## config.mk

```make
export PLATFORM = sky130hd
export DESIGN_NAME = led_driver
export DESIGN_NICKNAME = d
export VERILOG_FILES = /design/src/common/led_pkg.sv /design/src/core/led_driver.sv
export VERILOG_INCLUDE_DIRS = /design/src /design/src/common
export SDC_FILE = /design/constraint.sdc
export NUM_CORES = 1
export LEC_CHECK = 0
export ABC_CLOCK_PERIOD_IN_PS = 2100
export CELL_PAD_IN_SITES_DETAIL_PLACEMENT = 1
export CELL_PAD_IN_SITES_GLOBAL_PLACEMENT = 1
export CORE_AREA = 2 2 109 111
export CTS_CLUSTER_SIZE = 14
export DETAILED_ROUTE_END_ITERATION = 7
export DIE_AREA = 0 0 111 113
export DONT_BUFFER_PORTS = 1
export GPL_TIMING_DRIVEN = 0
export PLACE_DENSITY_LB_ADDON = 0.1
export RECOVER_POWER = 50
export REMOVE_ABC_BUFFERS = 1
export SETUP_SLACK_MARGIN = 0.2
export SLEW_MARGIN = 25
export SYNTH_ARGS = -nofsm -noshare
export SYNTH_HDL_FRONTEND = slang
export SYNTH_SLANG_ARGS = --single-unit
```

## constraint.sdc

```tcl
create_clock -name core_clk -period 2.1 [get_ports core_clk]
set_input_delay 0.63 -clock core_clk [delete_from_list [all_inputs] [get_ports core_clk]]
set_output_delay 0.63 -clock core_clk [all_outputs]
set_load 0.1 [all_outputs]
```

## src/common/led_consts.svh

```systemverilog
`ifndef LED_CONSTS_SVH
`define LED_CONSTS_SVH
`define ADDR_W       4
`define DATA_W       16
`define REG_MODE     4'h0
`define REG_USER     4'h1
`define REG_STATUS   4'h2
`define MODE_LSB     0
`define NSEL_LSB     8
`define UEN_LSB      0
`define ULVL_LSB     8
`define ST_PIN_LSB   0
`define ST_ADDR_LSB  8
`define ST_DONE_BIT  15
`define MODE_RST     8'h00
`define NSEL_RST     2'h0
`define BLINK_MS     100
`define POR_US       10
`define CLK_MHZ      250
`define CNT_W        26
`define NUM_PINS     6
`define NUM_PROG     4
`define STRAP_W      5
`endif

```

## src/common/led_pkg.sv

```systemverilog
`default_nettype none
`include "led_consts.svh"
package led_pkg;
  typedef enum logic [1:0] {
    LED_NORMAL = 2'h0,
    LED_ON     = 2'h1,
    LED_OFF    = 2'h2,
    LED_BLINK  = 2'h3
  } led_mode_t;

  typedef enum logic [1:0] {
    ST_POR = 2'h1,
    ST_RUN = 2'h2
  } phase_t;

  typedef struct packed {
    logic link;
    logic activity;
    logic collision;
    logic full_duplex;
    logic speed100;
  } link_status_t;

  typedef struct packed {
    phase_t                      phase;
    logic [`CNT_W-1:0]           por_cnt;
    logic [`CNT_W-1:0]           blink_cnt;
    logic                        blink_lit;
    led_mode_t [`NUM_PROG-1:0]   mode;
    logic [1:0]                  nsel;
    logic [`NUM_PINS-1:0]        user_en;
    logic [`NUM_PINS-1:0]        user_lvl;
    logic [`STRAP_W-1:0]         strap;
    logic [`DATA_W-1:0]          rdata;
    logic [`NUM_PINS-1:0]        pin_out;
    logic [`NUM_PINS-1:0]        pin_oe_n;
    logic                        irq_oe_n;
  } led_state_t;
endpackage
`default_nettype wire

```

## src/core/led_driver.sv

```systemverilog
// The register addresses and the strobed register port were decided locally.
`default_nettype none
`include "led_consts.svh"
module led_driver
  import led_pkg::*;
#(
  parameter int BLINK_CYCLES = `BLINK_MS * 1000 * `CLK_MHZ,
  parameter int POR_CYCLES   = `POR_US * `CLK_MHZ,
  // Entry set*4+pin, 3 bits each, selects the event shown: 0 link, 1 activity, 2 collision, 3 full duplex, 4 speed.
  parameter logic [47:0] EVENT_MAP = {3'h1, 3'h0, 3'h2, 3'h2, 3'h4, 3'h2, 3'h0, 3'h1,
                                      3'h3, 3'h2, 3'h1, 3'h0, 3'h1, 3'h0, 3'h3, 3'h4}
)(
  // Clock and reset
  input  wire logic                 core_clk,
  input  wire logic                 srst,
  // Register port
  input  wire logic [`ADDR_W-1:0]   reg_addr,
  input  wire logic [`DATA_W-1:0]   reg_wdata,
  input  wire logic                 reg_wr,
  input  wire logic                 reg_rd,
  output logic [`DATA_W-1:0]        reg_rdata,
  // Link status from the transceiver
  input  wire link_status_t         status,
  input  wire logic                 irq_req,
  // Indicator pins
  input  wire logic [`NUM_PINS-1:0] indicator_in,
  output logic [`NUM_PINS-1:0]      indicator_out,
  output logic [`NUM_PINS-1:0]      indicator_oe_n,
  // Interrupt pin, shared with the top strap bit
  input  wire logic                 mgmt_irq_in,
  output logic                      mgmt_irq_out,
  output logic                      mgmt_irq_oe_n,
  // Latched management address
  output logic [`STRAP_W-1:0]       strap_addr_in
);

  localparam logic [2*`NUM_PROG-1:0] MODE_RESET = `MODE_RST;

  led_state_t st;
  led_state_t next_st;
  logic [7:0] events;
  logic [`NUM_PINS-1:0] lit;
  logic [`NUM_PINS-1:0] drive;

  assign events = {3'h0, status.speed100, status.full_duplex, status.collision, status.activity, status.link};

  always_comb
  begin
    next_st = st;
    next_st.rdata = '0;
    lit = '0;
    drive = '0;
    // The blink timer never stops, so every blinking pin stays in phase.
    if (st.blink_cnt == `CNT_W'(BLINK_CYCLES - 1))
    begin
      next_st.blink_cnt = '0;
      next_st.blink_lit = ~st.blink_lit;
    end
    else
    begin
      next_st.blink_cnt = st.blink_cnt + `CNT_W'(1);
    end
    case (st.phase)
      ST_POR:
      begin
        if (st.por_cnt == `CNT_W'(POR_CYCLES - 1))
        begin
          next_st.phase = ST_RUN;
          next_st.strap = ~{mgmt_irq_in, indicator_in[3:0]};
        end
        else
        begin
          next_st.por_cnt = st.por_cnt + `CNT_W'(1);
        end
      end
      ST_RUN:
      begin
        next_st.phase = ST_RUN;
      end
      default:
      begin
        next_st.phase = ST_POR;
      end
    endcase
    if (reg_wr && reg_addr == `REG_MODE)
    begin
      for (int p = 0; p < `NUM_PROG; p++)
      begin
        next_st.mode[p] = led_mode_t'(reg_wdata[`MODE_LSB + 2*p +: 2]);
      end
      next_st.nsel = reg_wdata[`NSEL_LSB +: 2];
    end
    if (reg_wr && reg_addr == `REG_USER)
    begin
      next_st.user_en  = reg_wdata[`UEN_LSB +: `NUM_PINS];
      next_st.user_lvl = reg_wdata[`ULVL_LSB +: `NUM_PINS];
    end
    if (reg_rd)
    begin
      case (reg_addr)
        `REG_MODE:   next_st.rdata = {6'h00, st.nsel, st.mode};
        `REG_USER:   next_st.rdata = {2'h0, st.user_lvl, 2'h0, st.user_en};
        `REG_STATUS: next_st.rdata = {st.phase == ST_RUN, 2'h0, st.strap, 2'h0, st.pin_out ^ st.pin_oe_n};
        default:     next_st.rdata = '0;
      endcase
    end
    // Pins follow the values written in this very cycle, not the old ones.
    for (int p = 0; p < `NUM_PROG; p++)
    begin
      case (next_st.mode[p])
        LED_NORMAL: lit[p] = events[EVENT_MAP[3*(4*next_st.nsel + p) +: 3]];
        LED_ON:     lit[p] = 1'b1;
        LED_OFF:    lit[p] = 1'b0;
        LED_BLINK:  lit[p] = next_st.blink_lit;
        default:    lit[p] = 1'b0;
      endcase
    end
    // A lit LED sinks current, so the pin level is the inverse of lit.
    drive = ~lit;
    for (int p = 0; p < `NUM_PINS; p++)
    begin
      if (next_st.user_en[p])
      begin
        drive[p] = next_st.user_lvl[p];
      end
    end
    if (next_st.phase != ST_RUN)
    begin
      next_st.pin_out  = '0;
      next_st.pin_oe_n = '1;
      next_st.irq_oe_n = 1'b1;
    end
    else
    begin
      // Pins 0 and 1 push both ways; with nsel 0 they show speed and duplex on two LEDs.
      next_st.pin_out[1:0]  = drive[1:0];
      next_st.pin_oe_n[1:0] = 2'h0;
      // Upper pins only sink; the pullup supplies the high level.
      next_st.pin_out[`NUM_PINS-1:2]  = '0;
      next_st.pin_oe_n[`NUM_PINS-1:2] = drive[`NUM_PINS-1:2];
      next_st.irq_oe_n = ~irq_req;
    end
  end

  always_ff @(posedge core_clk)
  begin
    if (srst)
    begin
      st           <= '0;
      st.phase     <= ST_POR;
      for (int p = 0; p < `NUM_PROG; p++)
      begin
        st.mode[p] <= led_mode_t'(MODE_RESET[2*p +: 2]);
      end
      st.nsel      <= `NSEL_RST;
      st.pin_oe_n  <= '1;
      st.irq_oe_n  <= 1'b1;
    end
    else
    begin
      st <= next_st;
    end
  end

  assign reg_rdata      = st.rdata;
  assign indicator_out  = st.pin_out;
  assign indicator_oe_n = st.pin_oe_n;
  assign mgmt_irq_out   = 1'b0;
  assign mgmt_irq_oe_n  = st.irq_oe_n;
  assign strap_addr_in  = st.strap;

  logic [`NUM_PINS-1:0] pin_level;
  assign pin_level = st.pin_out | st.pin_oe_n;
endmodule // led_driver
`default_nettype wire

```

Word level (Yosys, flattened, before mapping)
Index checks and enable logic that the tools add are counted.

word-level totals
  bits in registers = 111
  input bits = 37
  output and inout port bits = 35
  word-level logic and storage cells = 98

operators by class
  equal/unequal tests = 19
  magnitude comparators = 4
  add/sub/neg operators = 5
  $mul = 4
  bitwise logic cells = 7
  shift-type cells = 4
  multiplexer cells = 25
  reduce and logical (&&, ||, !) cells = 12

operator list
  cell                       number
  $shiftx A48 B8 Y3 const A  3
  $add A26 B1 Y26 const B    2
  $pmux W16 S3               1
  $shiftx A48 B7 Y3 const A  1
  $eq A26 B12 Y1 const B     1
  $eq A26 B25 Y1 const B     1
  $mul A2 B5 Y7 const A      3
  $eq A2 B2 Y1 const B       9
  $lt A3 B4 Y1 const B       4
  $pmux W1 S4                4
  $bmux W1 S3                4
  $mux W12                   1
  $mux W1                    11
  $add A4 B2 Y5 const B      2
  $eq A2 B1 Y1 const B       5
  $mux W10                   1
  $logic_not A2 Y1           4
  $not A4 Y6                 1
  $reduce_or A2 Y1           3
  $xor A6 B6 Y6              1
  $add A4 B1 Y5 const B      1
  $not A5 Y5                 1
  $eq A4 B1 Y1 const B       1
  $eq A4 B2 Y1 const B       1
  other kinds (9)            14

Logic depth before layout (Yosys ltp)
Gate-level depths: netlist of run 1.

  depth in word-level cells = 11
  depth in mapped cells = 9
  mapped depth without buffers = 8

Least setup slack after synthesis of run 1
OpenSTA, ideal clock, no wires.

  path type = reg-to-reg
  start point = register st[83] (netlist bit)
  end point = register st (netlist bit indicator_out[0])
  library setup time = 0.088 ns
  clock period less this slack = 2.103 ns
  path buffers = 1
  data required time = 2.012 ns
  slack = -0.003 ns
  arrival = 2.015 ns
  cell stages (with the launch flop) = 10
  cell sequence = dfxtp_1 > ha_1 > nor4b_2 > nand4_1 > or4_1 > buf_6 > a21oi_4 > and2_4 > inv_2 > a311oi_2

on the way
  longest elaborated chain between the ends = 5

RTL lines
  element                     line               RTL
  start: declaration          led_driver.sv:39   led_state_t st;
  start signal: assignment    led_driver.sv:161  st <= next_st;
  $eq A26 B12 Y1              led_driver.sv:66   if (st.por_cnt == `CNT_W'(POR_CYCLES - 1))
  $mux W2                     led_driver.sv:66
  $pmux W2 S2                 led_driver.sv:63   case (st.phase)
  $ne A2 B2 Y1                led_driver.sv:127  if (next_st.phase != ST_RUN)
  $reduce_or A2 Y1 (no line)  --

No other way between the ends.
A chain may end at the register's enable or synchronous reset.

Worst setup path after layout of run 1
  start point = register st[84] (netlist bit)
  end point = register st (netlist bit indicator_out[0])

The elaborated chain is that of the path after synthesis.

==> key figures, run 1 <==
Global routing
  • First-pass GRT wire length: 19100 um
  • Total grt overflow: 0
  • Largest net degree at the start of global routing: 61
  • Antenna violations before repair: 0
  • Vias in the first global route: 3677
  • GRT Total Usage: 19.1%

Timing
  • Min Tclk post-route: 2.03 ns
  • Final setup viols: 0
  • RSZ-0062 raised after global routing: true
  • Fmax: 0.493 GHz
  • Setup TNS: 0 ns
  • Final period util: 96.6%
  • Hold Slack: 0.337 ns
  • Final hold vios: 0
  • Max Slew Vio Count: 0
  • Relative slew slack: 34.8%
  • Post-route clock skew: 0.00707 ns
  • Worst slew pin tran: 0.977 ns

Worst setup path
  • Worst r2r src: st[84]
  • Crit Path Class: register to register
  • Crit path required time: 2.37 ns
  • Crit path capture type: register
  • Max incr delay on CP: 0.50 ns
  • FF-to-FF path depth: 8
  • CP max stage cell: or4_4
  • Crit Path Max Fanout: 4
  • CP Data Arrival Time: 2.29 ns
  • CP Launch Point: st[84]
  • Worst Setup EP: indicator_out[0]
  • Reg2Reg Setup Slack: 0.07 ns
  • Nature of the critical path startpoint: register
  • RR Endpoint: indicator_out[0]
  • Critical path, cell by cell: ha_4 -> nor4b_4 -> nand4_1 -> or4_4 -> a21oi_4 -> and2_4 -> inv_4 -> a311oi_2

Placed design
  • DP Area: 0.00472 mm^2
  • # port buffers: 0
  • DPL Wire Length: 7990 um
  • Final GP Congestion: 0.747

Pwr
  • Switching share of power: 22.6%
  • Max VDD drop: 352 uV
  • Internal power: 3180 uW
  • Total leakage power: 0.00207 uW
  • Sw Pwr: 926 uW
  • Clock share of power: 44.9%
  • Register share of total power: 49.8%
  • Logic pwr share: 5.3%
  • PD cells: 753 mW/mm^2

Routing
  • Antenna Nets Post-Route: 0
  • Drt initial violations: 188
  • Via/cell ratio: 5.45
  • Drt total wl: 12100 um
  • WL per Instance: 17.9 um
  • Vias: 3688
  • Drc violations: 0
  • Router iterations before antenna repair: 6

Die
  • CORE AREA: 0.0113 mm^2
  • Die W: 111 um
  • I/O pin total: 72
  • Die Ht: 113 um
  • Die Area: 0.0125 mm^2
  • Initial Utilization: 42.6%
  • Num rows: 39

Clocking
  • CTS tree: yes
  • H-tree Lvls: 3
  • Clock Latency Late Sink: 0.35 ns
  • Longest Clk Path Bufs: 2
  • Hold-fix buffers, CTS: 0
  • CTS Sinks: 105
  • Inserted Clock Buffers: 9
  • CTS Root Cell: clkbuf_16
  • Worst-path clk slew: 0.07 ns

Synth
  • Post-synth EDFFs: 0
  • Synth Warn #: 0
  • Synth async-reset ratio: 0%
  • Syn Area/Cell: 8.86 um^2
  • Sequential area share after synthesis: 43.8%
  • Synth cell types: 55
  • Yosys top cell area share: 43.8%
  • Post-synthesis cell area: 0.00480 mm^2
  • Area contributors post-synth: dfxtp_1, nor2_1, xor2_1
  • Most used DFF post-synth: dfxtp_1
  • Biggest area consumer among synthesized cells: dfxtp_1
  • FF+latch count, synth: 105
  • Post-Syn Instances: 542

Outcome
  • Status: finished clean

Cells and area
  • N_diodes: 0
  • Post-route cell area: 0.00545 mm^2
  • Area grow syn2layout: 13.4%
  • Final Net Count: 570
  • Share of cells above drive strength 1: 19.9%

Min path
  • Class of the worst hold path: primary input to register

Run
  • Max_cap viols: 0
[final cells by class]
| type | count | area, um^2 |
|---|---|---|
| tap | 143 | 179 |
| clock buffer | 12 | 246 |
| clock inverter | 4 | 76.3 |
| timing repair buffer | 23 | 185 |
| inverter | 11 | 43.8 |
| multi-input combinational | 379 | 2580 |
| fill | 1288 | 5820 |
| sequential | 105 | 2130 |
[critical path: cells and delay by family (launching register included)]
kind | cells | cell delay [ns]
buf+inv | 1 | 0.05
compound gates | 2 | 0.33
simple gates | 4 | 1.05
fa+ha+maj | 1 | 0.14
flops | 1 | 0.37
[power groups by stage]
stage / clock network [uW] / registers, uW / logic [uW]
detailed placement: 0 / 2080 / 182
CTS: 1900 / 2040 / 219
global route: 1980 / 2040 / 238
finish: 1840 / 2040 / 220
floorplan: 0 / 2080 / 151
global placement: 0 / 2080 / 175
[layout by cell type (no fill, tap or decap), types with 5 or more instances in the layout]
| master | count |
|---|---|
| buf_4 | 15 |
| clkbuf_16 | 9 |
| a21oi_1 | 15 |
| nand3_1 | 25 |
| or3_1 | 6 |
| dfxtp_2 | 20 |
| mux2i_1 | 19 |
| conb_1 | 6 |
| dfxtp_1 | 83 |
| nor2_1 | 83 |
| xor2_1 | 30 |
| nand2_1 | 43 |
| and4_1 | 8 |
| a22oi_1 | 7 |
| nor2_4 | 6 |
| a222oi_1 | 6 |
| nand4_1 | 12 |
| o21ai_0 | 9 |
| inv_1 | 9 |
| xnor2_1 | 14 |
| and3_1 | 10 |
| a211oi_2 | 5 |
[cell usage after synthesis (3+ instances only)]
cell,n
nand3_1,28
nor2b_1,5
nor4b_1,3
a222oi_1,6
a21oi_1,17
mux2i_1,19
nand3b_1,3
or3_1,8
nand2_1,44
mux2_2,3
inv_1,10
a31oi_1,3
buf_4,34
and3_1,10
ha_1,4
buf_2,3
or2_2,4
and4_1,9
clkbuf_1,14
a22oi_1,7
a211oi_1,5
dfxtp_1,105
nor2_1,88
o21ai_0,9
nand2b_1,4
nor4_1,4
nand4_1,12
xor2_1,30
xnor2_1,15
nor3_1,7
[state kept, by name, summed over array words and instances, names as in the netlist]
register / count
mgmt_irq_oe_n: 1
st: 77
indicator_oe_n: 5
reg_rdata: 15
strap_addr_in: 5
indicator_out: 2
[repair_timing]
item                                   in CTS  in global routing
endpoints found under the hold margin       0                  0
pin swaps                                   9                  9
setup buffers                              11                  8
gates resized for setup                    58                 36
setup endpoints to repair                  98                 47
[through the flow]
stage / total power [uW] / std cells / setup slack (ns) / util (%)
final: 4100 / 677 / 0.0711 / 48.3
after global routing: 4260 / 677 / -0.0457 / 48.3
after CTS: 4160 / 669 / 0.0698 / 47.0
after detailed placement: 2270 / 642 / -0.913 / 41.9
after global placement: 2260 / 638 / -1.39 / 41.4
after floorplan: 2230 / 495 / -0.487 / -
[logic make-up (layout without fill, tap and decap cells)]
logic type / Yosys count / in the layout / share of synthesized area [%]
AND/OR/NAND/NOR: 242 / 242 / 25.7
flip-flops: 105 / 105 / 43.8
buffers and inverters: 63 / 50 / 7.82
AO/OA/AOI/OAI: 60 / 60 / 8.75
XOR/XNOR: 45 / 45 / 8.21
multiplexers: 22 / 22 / 4.66
adder cells (fa/ha/maj): 4 / 4 / 1.04
other: 1 / 6 / 0.0781
[how the worst min path moves through the flow]
stage,from,endpoint,depth (start not counted)
3_5_place_dp,st[50],st[50],2
4_1_cts,srst,st[84],1
6_report,srst,st[106],1
5_1_grt,srst,st[84],1
2_1_floorplan,st[57],st[57],1
3_3_place_gp,st[57],st[57],1
[routing by layer]
layer	wire [um]	vias to the layer above	global-route usage (%)
met5	0	-	0
met4	107	0	7.50
met3	561	8	4.34
met2	5970	60	33.2
met1	5480	1799	23.1
li1	-	1821	-
Power figures use the tool's default switching activity.
==> run 2: changes to the inputs <==
- ABC_AREA: default -> 1
- CORE_AREA: 2 2 109 111 -> 2 2 121 123
- DIE_AREA: 0 0 111 113 -> 0 0 123 125
==> run 2 against run 1 <==
Compared with the run above: synthesized cell count increased by 52%; hold slack got worse by 0.0055 ns; cell area increased by 9.3%; critical endpoint is now reg_rdata[3]; combinational power increased by 20%; sequential power about the same; via count increased by 34%.
==> key figures, run 2 <==
Synth
  • Post-Syn Instances: 825 (+52%)
  • Synth cell types: 43 (-22%)
  • Post-synthesis mux area share: 0.533% (-4.1 points)
  • Synth top cells by count: nand2_1, dfxtp_1, inv_1, nor2_1, a21oi_1
  • Synth async-reset ratio: 0% (unchanged)
  • Main combinational cell family by area after synthesis: simple AND/OR/NAND/NOR gates
  • Yosys top cell area share: 37.3% (-6.4 points)
  • FF+latch count, synth: 105 (unchanged)
  • Sequential area share after synthesis: 37.3% (-6.4 points)
  • Post-synth EDFFs: 0 (unchanged)
  • Xor/xnor share of the synthesized area: 3.27% (-4.9 points)
  • Compound-Gate Fraction of Synth Area: 9.22% (+0.47 points)
  • Most used DFF post-synth: dfxtp_1
  • Post-Synth Adder-Cell Area: 0.889% (-0.15 points)
  • Synth Warn #: 0 (unchanged)
  • Post-synthesis simple-gate area fraction: 35.0% (+9.3 points)
  • Post-synthesis cell area: 0.00563 mm^2 (+17%)
  • Syn Area/Cell: 6.82 um^2 (-23%)
  • Biggest area consumer among synthesized cells: dfxtp_1
  • Area contributors post-synth: dfxtp_1, nand2_1, inv_1
  • Top-count cell post-synth: nand2_1

Worst setup path
  • Cell depth of the worst setup path: 0 (-8)
  • CP Data Arrival Time: 1.30 ns (-0.99 ns)
  • Crit Path Class: register to output port
  • Crit path capture type: output port
  • Reg2Reg Setup Slack: 0.29 ns (+0.22 ns)
  • RR Endpoint: strap_addr_in[0]
  • Crit path required time: 1.47 ns (-0.90 ns)
  • Nature of the critical path startpoint: register
  • Worst Setup EP: reg_rdata[3]
  • FF-to-FF path depth: 9 (+1)
  • Worst r2r src: st[92]
  • Crit Path Max Fanout: 1 (-3)
  • CP Launch Point: reg_rdata[3]

Outcome
  • Status: finished clean

Cells and area
  • Share of cells above drive strength 1: 12.0% (-7.8 points)
  • Largest register FFs: 77 (unchanged)
  • N_diodes: 0 (unchanged)
  • Most common cell after layout, fill and taps aside: nand2_1
  • Most frequent cells in the layout: nand2_1, inv_1, nor2_1
  • Final Net Count: 836 (+47%)
  • Post-route cell area: 0.00596 mm^2 (+9.3%)
  • Area grow syn2layout: 5.80%
  • Most flop-heavy register: st

Pwr
  • Max VDD drop: 364 uV (+3.5%)
  • PD cells: 666 mW/mm^2 (-12%)
  • Total leakage power: 0.00233 uW (+12%)
  • Clock share of power: 41.7% (-3.2 points)
  • Sw Pwr: 1040 uW (+12%)
  • Switching share of power: 26.2% (+3.7 points)
  • Power, Total: 3960 uW (-3.4%)
  • Internal power: 2920 uW (-8.0%)
  • Register share of total power: 51.6% (+1.8 points)
  • Logic pwr share: 6.7% (+1.4 points)

Routing
  • Drt initial violations: 178 (-5.3%)
  • Via/cell ratio: 5.04 (-7.6%)
  • Antenna Nets Post-Route: 0 (unchanged)
  • Drt total wl: 15300 um (+26%)
  • Drc violations: 0 (unchanged)
  • Router iterations before antenna repair: 4 (-2)
  • WL per Instance: 15.6 um (-13%)
  • Vias: 4950 (+34%)

Die
  • Die W: 123 um (+11%)
  • Die Area: 0.0154 mm^2 (+23%)
  • I/O pin total: 72 (unchanged)
  • CORE AREA: 0.0142 mm^2 (+26%)
  • Initial Utilization: 39.6% (-3.0 points)
  • Num rows: 44 (+13%)
  • Die Ht: 125 um (+11%)

Clocking
  • Hold-fix buffers, CTS: 0 (unchanged)
  • CTS Root Cell: clkbuf_16
  • Worst-path clk slew: 0.07 ns (about the same)
  • Inserted Clock Buffers: 9 (unchanged)
  • CTS Sinks: 105 (unchanged)
  • Longest Clk Path Bufs: 2 (unchanged)
  • Clock Latency Late Sink: 0.36 ns (about the same)
  • CTS tree: yes
  • H-tree Lvls: 3 (unchanged)

Timing
  • Hold Slack: 0.331 ns (-0.00551 ns)
  • Post-route clock skew: 0.00944 ns (+0.00237 ns)
  • Min Tclk post-route: 1.93 ns (-0.0947 ns)
  • Max Slew Vio Count: 0 (unchanged)
  • Final setup margin: 0.166 ns (+0.0947 ns)
  • Worst slew pin tran: 0.940 ns (-0.0370 ns)
  • Final hold vios: 0 (unchanged)
  • Final setup viols: 0 (unchanged)
  • RSZ-0062 raised after global routing: true
  • Relative slew slack: 37.3% (+2.5 points)
  • Fmax: 0.517 GHz (+4.9%)
  • Final period util: 92.1% (-4.5 points)

Placed design
  • Dpl ws: -0.306 ns (+0.607 ns)
  • Final GP Congestion: 0.789 (+5.6%)
  • DP Area: 0.00553 mm^2 (+17%)
  • DPL Wire Length: 11500 um (+44%)
  • # port buffers: 0 (unchanged)

Global routing
  • GRT Total Usage: 20.9% (+1.8 points)
  • Vias in the first global route: 5153 (+40%)
  • Antenna violations before repair: 0 (unchanged)
  • Largest net degree at the start of global routing: 44 (-28%)
  • Total grt overflow: 0 (unchanged)
  • First-pass GRT wire length: 25300 um (+32%)

Min path
  • Class of the worst hold path: primary input to register

Run
  • Max_cap viols: 0 (unchanged)
-- run 2: cell types whose count changed after synthesis, moves of 12 or more --
cell and delta:
a21oi_1 +32, inv_1 +89, mux2i_1 -16, nand2_1 +163
nor3_1 +16, o21ai_0 +12, xor2_1 -13
-- run 2: worst min path at each step --
stage,start,end,slack [ns],depth (start not counted)
finish,srst,st[34],0.33,1
CTS,srst,st[48],0.32,1
floorplan,st[57],st[57],0.42,1
detailed placement,st[55],reg_rdata[7],0.44,2
global route,srst,st[40],0.32,1
global placement,st[55],reg_rdata[7],0.43,2
-- run 2: repair_timing --
item / in CTS / in global routing
setup buffers: 0 / 7
pin swaps: 0 / 4
hold endpoints to repair: 0 / 0
gates resized for setup: 34 / 19
setup endpoints to repair: 64 / 52
-- run 2: area by class of cell --
class	count	area, um^2
Clock inverter	5	40.0
Clock buffer	10	239
Inverter	106	402
Tap cell	184	230
Sequential cell	105	2130
Fill cell	1841	8250
Timing Repair Buffer	9	60.1
Multi-Input combinational cell	564	2850
-- run 2: stage by stage --
| step | instances | TNS [ns] | util [%] |
|---|---|---|---|
| after global routing | 983 | 0 | 41.9 |
| after global placement | 959 | -4.82 | 38.8 |
| after CTS | 976 | 0 | 41.4 |
| final | 983 | 0 | 41.9 |
| after detailed placement | 961 | -5.45 | 39.0 |
| after floorplan | 775 | -0.408 | - |
-- run 2: cell families after synthesis --
family                   after synthesis
flip-flops                           105
adder cells (fa/ha/maj)                4
AO/OA/AOI/OAI                         92
other                                  1
AND/OR/NAND/NOR                      438
buffers and inverters                161
multiplexers                           3
XOR/XNOR                              21
-- run 2: routing by layer --
layer	up-vias	share of wire (%)	wire length [um]	GRT usage, %
met4	0	1.3	192	6.22
met3	12	3.2	484	3.19
met5	-	0	0	0
met1	2372	47	7260	27.3
li1	2506	-	-	-
met2	60	48	7380	35.5
-- run 2: power groups by stage --
stage	Combinational, uW	Sequential, uW	Clock (uW)
after floorplan	192	2090	0
after global placement	239	2090	0
after detailed placement	246	2090	0
after CTS	257	2050	1700
after global routing	298	2050	1780
final	264	2050	1650
